--- config.mk ---
export PLATFORM = sky130hd
export DESIGN_NAME = sar_converter_control
export DESIGN_NICKNAME = d
export VERILOG_FILES = /design/src/adc_tick_gen.v /design/src/sar_converter_control.v
export VERILOG_INCLUDE_DIRS = /design/src
export SDC_FILE = /design/constraint.sdc
export NUM_CORES = 1
export LEC_CHECK = 0
export BUFFER_PORTS_ARGS = -buffer_cell sky130_fd_sc_hd__buf_2
export CORE_ASPECT_RATIO = 0.75
export CORE_UTILIZATION = 49
export DETAILED_ROUTE_END_ITERATION = 12
export GPL_TIMING_DRIVEN = 0
export PLACE_DENSITY = 0.95
export SETUP_SLACK_MARGIN = 0.05
export SYNTH_ARGS = -nofsm -noshare
export SYNTH_HDL_FRONTEND = slang
export SYNTH_SLANG_ARGS = --single-unit
--- constraint.sdc ---
create_clock -name hclk -period 3.8 [get_ports hclk]
set_clock_uncertainty 0.05 [all_clocks]
set_input_delay 1.14 -clock hclk [delete_from_list [all_inputs] [get_ports hclk]]
set_output_delay 1.14 -clock hclk [all_outputs]
set_load 0.005 [all_outputs]
--- src/sar_converter_defines.vh ---
// register offsets, field positions, reset values and timing counts of the converter control
// assumes the includer uses them with a 32-bit AHB-Lite data path
`ifndef SAR_CONVERTER_DEFINES_VH
`define SAR_CONVERTER_DEFINES_VH

// register indices; byte address is four times the index
`define RESULT_INDEX 8'h70
`define CONTROL_STATUS_INDEX 8'h71

// control_status_register fields
`define DONE_BIT 7
`define ON_BIT 5
`define SELECT_MSB 3
`define SELECT_LSB 0

// reset values
`define RESULT_RESET 8'h00
`define SELECT_RESET 4'h0
`define DONE_RESET 1'b0
`define ON_RESET 1'b0

// timing: converter clock periods per conversion, of which the first ones load the sample
`define CONV_PERIODS 4'hc
`define SAMPLE_PERIODS 4'h4
`define CPU_PER_ADC_CLOCK 2

// ahb-lite codes
`define HTRANS_NONSEQ_BIT 1
`define HRESP_OKAY 1'b0

`endif
--- src/adc_tick_gen.v ---
// converter clock enable: one-cycle pulse every div system clocks
// assumes restart is a one-cycle pulse that realigns the phase to a fresh conversion
module adc_tick_gen #(
    parameter integer DIV = 2,
    parameter integer CW = 2
) (
    input wire hclk,
    input wire hresetn,
    input wire restart,
    input wire run,
    output reg tick
);

    reg [CW-1:0] count_reg;

    always @(posedge hclk or negedge hresetn)
    begin
        if (!hresetn)
        begin
            count_reg <= {CW{1'b0}};
            tick <= 1'b0;
        end
        else if (restart)
        begin
            // start one count in: tick is registered, so this keeps the first period at div clocks
            count_reg <= {{(CW-1){1'b0}}, 1'b1};
            tick <= 1'b0;
        end
        else if (!run)
        begin
            count_reg <= {CW{1'b0}};
            tick <= 1'b0;
        end
        else if (count_reg == DIV[CW-1:0] - {{(CW-1){1'b0}}, 1'b1})
        begin
            count_reg <= {CW{1'b0}};
            tick <= 1'b1;
        end
        else
        begin
            count_reg <= count_reg + {{(CW-1){1'b0}}, 1'b1};
            tick <= 1'b0;
        end
    end

endmodule

--- src/sar_converter_control.v ---
// control, sequencing and result logic of an 8-bit successive-approximation converter
// assumes an AHB-Lite master on hclk and an analog front end whose comparator answers
// comp_in = 1 when the held sample is at or above trial_code, settled within one converter period
//
// Function
// - done flag set on result, cleared by result read or control write
// - converter_on bit switches converter on and off
// - low four bits select analog input index
// - result register read-only, eight-bit value
// - result at index 70h, control at 71h
// - reset clears both registers entirely
// - conversion lasts twelve converter clocks, two cycles each
// - setting on starts continuous back-to-back conversions
// - control write with on bit set aborts, clears flag, restarts
// - no interrupt; result held until next
`include "sar_converter_defines.vh"

module sar_converter_control #(
    parameter integer CONV_PERIODS = `CONV_PERIODS,
    parameter integer SAMPLE_PERIODS = `SAMPLE_PERIODS
) (
    input wire hclk,
    input wire hresetn,
    input wire hsel,
    input wire [31:0] haddr,
    input wire [1:0] htrans,
    input wire hwrite,
    input wire [2:0] hsize,
    input wire [31:0] hwdata,
    input wire hready,
    output wire hreadyout,
    output wire hresp,
    output reg [31:0] hrdata,
    input wire comp_in,
    output reg [3:0] input_select,
    output reg converter_on,
    output reg sample_open,
    output reg [7:0] trial_code
);

    localparam [1:0] ST_IDLE = 2'd0;
    localparam [1:0] ST_SAMPLE = 2'd1;
    localparam [1:0] ST_CONVERT = 2'd2;
    localparam [3:0] LAST_STEP = CONV_PERIODS[3:0] - 4'h1;
    localparam [3:0] FIRST_TRIAL = SAMPLE_PERIODS[3:0];

    reg [1:0] state_reg;
    reg [1:0] state_next;
    reg [3:0] step_reg;
    reg [3:0] step_next;
    reg [7:0] result_reg;
    reg [7:0] result_next;
    reg [7:0] trial_next;
    reg conversion_done_flag;
    reg done_next;
    reg on_next;
    reg [3:0] select_next;
    reg wr_pending_reg;
    reg [7:0] wr_index_reg;
    reg [31:0] hrdata_next;

    wire adc_tick;
    wire addr_phase;
    wire [7:0] addr_index;
    wire wr_csr;
    wire rd_result;
    wire start_conv;
    wire finish_conv;
    wire [2:0] trial_bit;

    // answer is always zero wait state and OKAY
    assign hreadyout = 1'b1;
    assign hresp = `HRESP_OKAY;

    assign addr_phase = hsel && hready && htrans[`HTRANS_NONSEQ_BIT];
    // upper address bits are not decoded
    assign addr_index = haddr[9:2];
    // write data arrives one cycle after its address phase
    assign wr_csr = wr_pending_reg && (wr_index_reg == `CONTROL_STATUS_INDEX);
    assign rd_result = addr_phase && !hwrite && (addr_index == `RESULT_INDEX);
    // any control write with the on bit set restarts from sampling
    assign start_conv = wr_csr && hwdata[`ON_BIT];
    assign finish_conv = adc_tick && (state_reg == ST_CONVERT) && (step_reg == LAST_STEP);
    assign trial_bit = LAST_STEP[2:0] - step_reg[2:0];

    // keep the decided bit, then raise the next lower one for trial
    function [7:0] sar_step;
        input [7:0] cur;
        input [2:0] b;
        input cmp;
        integer i;
        begin
            sar_step = cur;
            for (i = 0; i < 8; i = i + 1)
            begin
                if (i == b)
                    sar_step[i] = cmp;
                else if (i + 1 == b)
                    sar_step[i] = 1'b1;
            end
        end
    endfunction

    adc_tick_gen #(
        .DIV(`CPU_PER_ADC_CLOCK),
        .CW(2)
    ) u_tick (
        .hclk(hclk),
        .hresetn(hresetn),
        .restart(start_conv),
        .run(converter_on),
        .tick(adc_tick)
    );

    // control register and flag
    always @*
    begin
        on_next = converter_on;
        select_next = input_select;
        done_next = conversion_done_flag;
        if (wr_csr)
        begin
            on_next = hwdata[`ON_BIT];
            select_next = hwdata[`SELECT_MSB:`SELECT_LSB];
        end
        // bits six and four are not stored, so they always read zero
        if (wr_csr || rd_result)
            done_next = 1'b0;
        if (finish_conv)
            done_next = 1'b1;
    end

    // sequencer: sample periods, then one period per result bit, msb first
    always @*
    begin
        state_next = state_reg;
        step_next = step_reg;
        trial_next = trial_code;
        result_next = result_reg;
        case (state_reg)
            ST_IDLE:
            begin
                step_next = 4'h0;
            end
            ST_SAMPLE:
            begin
                if (adc_tick)
                begin
                    step_next = step_reg + 4'h1;
                    if (step_reg == FIRST_TRIAL - 4'h1)
                        state_next = ST_CONVERT;
                end
            end
            ST_CONVERT:
            begin
                if (adc_tick)
                begin
                    trial_next = sar_step(trial_code, trial_bit, comp_in);
                    if (step_reg == LAST_STEP)
                    begin
                        // result and flag change in the same cycle
                        result_next = sar_step(trial_code, trial_bit, comp_in);
                        step_next = 4'h0;
                        trial_next = 8'h80;
                        state_next = ST_SAMPLE;
                    end
                    else
                    begin
                        step_next = step_reg + 4'h1;
                    end
                end
            end
            default:
            begin
                state_next = ST_IDLE;
            end
        endcase
        if (start_conv)
        begin
            state_next = ST_SAMPLE;
            step_next = 4'h0;
            trial_next = 8'h80;
        end
        else if (!on_next)
        begin
            state_next = ST_IDLE;
            step_next = 4'h0;
        end
    end

    // control read data is built from next values so a read right after a write sees it
    always @*
    begin
        hrdata_next = 32'h0000_0000;
        if (addr_phase && !hwrite)
        begin
            if (addr_index == `RESULT_INDEX)
                hrdata_next = {24'h00_0000, result_reg};
            else if (addr_index == `CONTROL_STATUS_INDEX)
                hrdata_next = {24'h00_0000, done_next, 1'b0, on_next, 1'b0, select_next};
            else
                hrdata_next = 32'h0000_0000;
        end
    end

    always @(posedge hclk or negedge hresetn)
    begin
        if (!hresetn)
        begin
            result_reg <= `RESULT_RESET;
            conversion_done_flag <= `DONE_RESET;
            converter_on <= `ON_RESET;
            input_select <= `SELECT_RESET;
            state_reg <= ST_IDLE;
            step_reg <= 4'h0;
            trial_code <= 8'h00;
            sample_open <= 1'b0;
            wr_pending_reg <= 1'b0;
            wr_index_reg <= 8'h00;
            hrdata <= 32'h0000_0000;
        end
        else
        begin
            result_reg <= result_next;
            conversion_done_flag <= done_next;
            converter_on <= on_next;
            input_select <= select_next;
            state_reg <= state_next;
            step_reg <= step_next;
            trial_code <= trial_next;
            sample_open <= (state_next == ST_SAMPLE);
            wr_pending_reg <= addr_phase && hwrite;
            wr_index_reg <= addr_index;
            hrdata <= hrdata_next;
        end
    end

endmodule

# Yosys cells after proc, flatten, opt, wreduce, memory -nomap -nowiden
# Cells that the tools add are included.
# op_classes
addsub	3
n_eq_ne	19
n_mux	45
reduce_logical	18
# op_table
op	n
$mux 8	7
$eq 8x7->1 const B	3
$mux 4	6
$mux 1	21
$mux 2	9
$eq 3x3->1 const A	4
$pmux 4 s3	1
$logic_and 1x1->1	9
$ne 4x3->1 const B	2
$eq 2x1->1 const B	3
$eq 2x3->1 const A	2
$pmux 2 s3	1
$reduce_and 3->1	2
$ne 5x1->1 const B	1
$add 4x1->4 const B	1
$eq 4x2->1 const B	1
$eq 4x4->1 const B	1
$reduce_bool 2->1	2
$eq 1x3->1 const A	1
$logic_not 3->1	1
$sub 2x3->3 const A	1
$add 2x1->2 const B	1
$eq 2x2->1 const B	1
$logic_not 2->1	1
other kinds (3)	3
# word_totals
regBits	73
input_bits	75
out_inout_bits	48
elab_cells	98

# Depth between registers and ports, before layout
# logic_depth
word_depth	10
depth_mapped	7
mapped_depth_nobuf	6

# By module
# A second synthesis with hierarchy kept.
# hier_totals
hier_cells	237
area_unflattened_um2	2489.9
# by_module_without_submodules
module	instances	cells_per_inst	area_each_um2
sar_converter_control	1	230	2366.0
adc_tick_gen	1	7	123.9

# Least setup slack after synthesis
# No wires, ideal clock.
# synth_timing
kind	input -> register
start	input haddr[3]
end	register conversion_done_flag
setup_ns	0.141
arrival_time_ns	1.883
required_ns	3.609
path_slack_ns	1.726
stages	4
cell_sequence	nor4b_1 > nand3_1 > nor2_1 > o21ai_0
# synth_via
elab_chain_len	5
# synth_lines
element	line_no	text
start: declaration	sar_converter_control.v:25	input wire [31:0] haddr,
$eq 8x7->1 (no source line)	--	
$logic_and 1x1->1	sar_converter_control.v:80	assign rd_result = addr_phase && !hwrite && (addr_index == `RESULT_INDEX);
$logic_or 1x1->1	sar_converter_control.v:127	if (wr_csr || rd_result)
$mux 1	sar_converter_control.v:127	
$mux 1	sar_converter_control.v:129	if (finish_conv)
via done_next	sar_converter_control.v:55	reg done_next;
end signal: assignment	sar_converter_control.v:211	conversion_done_flag <= `DONE_RESET;
end signal: assignment	sar_converter_control.v:225	conversion_done_flag <= done_next;
end: declaration	sar_converter_control.v:54	reg conversion_done_flag;
# The timed path passes the listed nets, and every way through them passes these cells.
# A chain may end at the register's enable or synchronous reset.

# Worst setup path in the final report
# layout_timing
start	register state_reg[0]
end	register trial_code[3]
# layout_via
elab_chain_len	3
# layout_lines
element	line_no	text
start: declaration	sar_converter_control.v:47	reg [1:0] state_reg;
start signal: assignment	sar_converter_control.v:228	state_reg <= state_next;
$eq 2x2->1	--	
$reduce_bool 2->1 (no source line)	--	
$reduce_and 2->1 (no source line)	--	
end signal: assignment	sar_converter_control.v:230	trial_code <= trial_next;
end: declaration	sar_converter_control.v:38	output reg [7:0] trial_code
# No other way between the ends.

==> metrics.csv <==
stage;metric;value;unit
route;drc_errors;14;
pwr;peakVddDrop;0.245;mV
die;core_area;4900;µm²
die;die_w;84.3;µm
place;place_congestion;0.828;
timing;setup_viol;0;
timing;slew_violations;0;
route;via_count;1823;
route;firstDrtPassIters;8;
die;die_h;63.7;µm
cells_and_area;post-route-cell-area;2940;µm²
place;port_buffers;41;
cells_and_area;diodes;0;
timing;layout_min_cycle_time;2100;ps
timing;rsz0062_at_grt;no;
global_route;grt_pass1_vias;1717;
clock_tree;holdBufCountCts;0;
worst_hold_path;hold_class;flip-flop to flip-flop;
worst_setup_path;cp.arrival;2290;ps
clock_tree;cts_setup_buffers;0;
place;dp.cells;363;
status;outcome;finished, violations left;
clock_tree;cts_tree;yes;
clock_tree;clock_path_buffers;2;
synthesis;ys.flop_type;dfrtp_1;
route;avgRoutedWirePerCell;12.5;µm
clock_tree;htree_num_levels;2;
clock_tree;clockRootBuffer;clkbuf_8;
cells_and_area;num-nets-final;395;
die;dieArea;5370;µm²
synthesis;synth_edf_count;0;
die;initial_utilization;50.8;%
global_route;antenna_found_initial;0;
pwr;powerDensity;404;nW/µm²
global_route;grt-ovfl-total;0;
worst_setup_path;cp-end-kind;flip-flop;
job;drv_cap;0;
worst_hold_path;min_path_cells;1;
timing;worst_pin_slew;1040;ps
global_route;grt_use_total;19.3;%
die;io_pins;123;
worst_setup_path;cp_max_fo;9;
status;violations;DRC;
worst_setup_path;crit_required;3990;ps
clock_tree;cts_resized;0;
synthesis;syn_inst;238;
synthesis;synth_area;2490;µm²
synthesis;avgSynthCellArea;10.5;µm²
timing;fin_setup_tns;0;ps
synthesis;synth-seq-area-share;49.3;%
synthesis;ys_warn_count;0;
worst_setup_path;ff2ff_path_depth;7;
clock_tree;cts_buffers;5;
clock_tree;clk_pin_slew;90;ps
cells_and_area;instances_no_fill;371;
worst_setup_path;start_kind;flip-flop;
cells_and_area;area_growth;18.4;%
die;rows;22;
global_route;grt_max_degree;50;
pwr;leakagePower;1.56;nW
timing;hold_viol_final;0;
synthesis;async_flop_share;100;%
route;drt_iter0_drc;156;
synthesis;ys_seq_elements;49;
global_route;grt_pass1_wl;7960;µm
place;place_area;2860;µm²
route;routed_wl;4630;µm
cells_and_area;drive_gt1_share;28.9;%
timing;fin_crit_sh;55.2;%
timing;relSlewSlack;30.8;%
clock_tree;clk_latency;310;ps
clock_tree;cts_num_sinks;49;
route;viasPerCell;4.91;
worst_setup_path;path_class;flip-flop to flip-flop;
synthesis;synth.distinct_cells;43;
timing;fmax;477;MHz
route;ant_nets;0;
place;dpl.hpwl;3430;µm
## final timing paths
check | startpoint | end | slack (ps)
worst max-delay path | state_reg[0] | trial_code[3] | 1700
worst min-delay path | u_tick.count_reg[1] | u_tick.tick | 380
worst max register to register | state_reg[0] | trial_code[3] | 1700
worst min register to register | u_tick.count_reg[1] | u_tick.tick | 380
max in group asynchronous | hresetn | input_select[0] | 2110
min in group asynchronous | hresetn | trial_code[1] | 950
## cells by family (layout without fill, tap and decap cells)
family	Yosys count	in the layout	synth area share (%)
and+or+nand+nor	78	78	17.7
muxes	8	8	4.18
AOI/OAI and AO/OA	48	48	12.9
buffers and inverters	43	92	10.6
DFF	49	49	49.3
other	2	26	0.302
adders and majority gates	10	10	5.03
## per-layer routing
metal	part of all wire [%]	global-route usage, %	up-vias	routed length, µm
li1	-	-	912	-
met1	47	25.4	851	2170
met2	45	30.5	53	2070
met3	6.7	4.46	7	309
met4	1.7	8.19	0	79
met5	0	0	-	0
## cells in the mapped netlist, types with 5 or more instances
library cell | n | share of area (%)
dfrtp_1 | 49 | 49
a21oi_1 | 6 | 1.2
inv_1 | 11 | 1.7
nand2_1 | 20 | 3.0
ha_1 | 10 | 5.0
o21ai_0 | 16 | 3.2
nor2_1 | 22 | 3.3
a32oi_1 | 5 | 1.8
nand2b_1 | 6 | 1.5
a22oi_1 | 5 | 1.5
buf_4 | 26 | 7.8
and2_1 | 5 | 1.3
## report_power, final
group	switching, W	internal, W
combinational	0.000152	0.000123
sequential	0.0000365	0.000570
clock	0.000175	0.000131
## critical path, cell delays in order (launching register included)
cell,delay (ps)
dfrtp_1,420
inv_1,120
ha_1,160
buf_2,170
nand2_1,230
nor2_2,350
or3b_1,390
a21oi_1,150
## per-stage QoR
step / utilization, % / total power [W] / worst slack [ps] / hold slack (ps)
after detailed placement: 58.3 / 0.000887 / 1370 / 371
after global routing: 60.1 / 0.00126 / 1460 / 403
after CTS: 60.1 / 0.00120 / 1700 / 381
after floorplan: - / 0.000787 / 1730 / 350
final: 60.1 / 0.00119 / 1700 / 382
after global placement: 58.3 / 0.000879 / 1370 / 355
## placed cells by master, fill, tap and decap left out, types with 3 or more instances in the layout
cell type,netlist,routed
dfrtp_1,49,49
buf_2,3,44
buf_4,26,26
conb_1,2,26
nor2_1,22,22
nand2_1,20,20
o21ai_0,16,16
inv_1,11,11
ha_1,10,10
nand2b_1,6,6
a21oi_1,6,6
and2_1,5,5
a22oi_1,5,5
a32oi_1,5,5
clkbuf_8,0,5
clkbuf_1,3,4
nand3_1,4,4
mux2_4,4,4
o21a_1,4,4
o21bai_1,3,3
mux2_2,3,3
## final cells by class
class | instances | area, µm²
clock inverter | 2 | 13.8
tap | 60 | 75.1
clock buffer | 6 | 72.6
fill | 423 | 1960
inverter | 11 | 41.3
buffer | 32 | 221
sequential | 49 | 1230
timing repair buffer | 41 | 205
multi-input combinational | 170 | 1090
(Power assumes the default switching activity.)
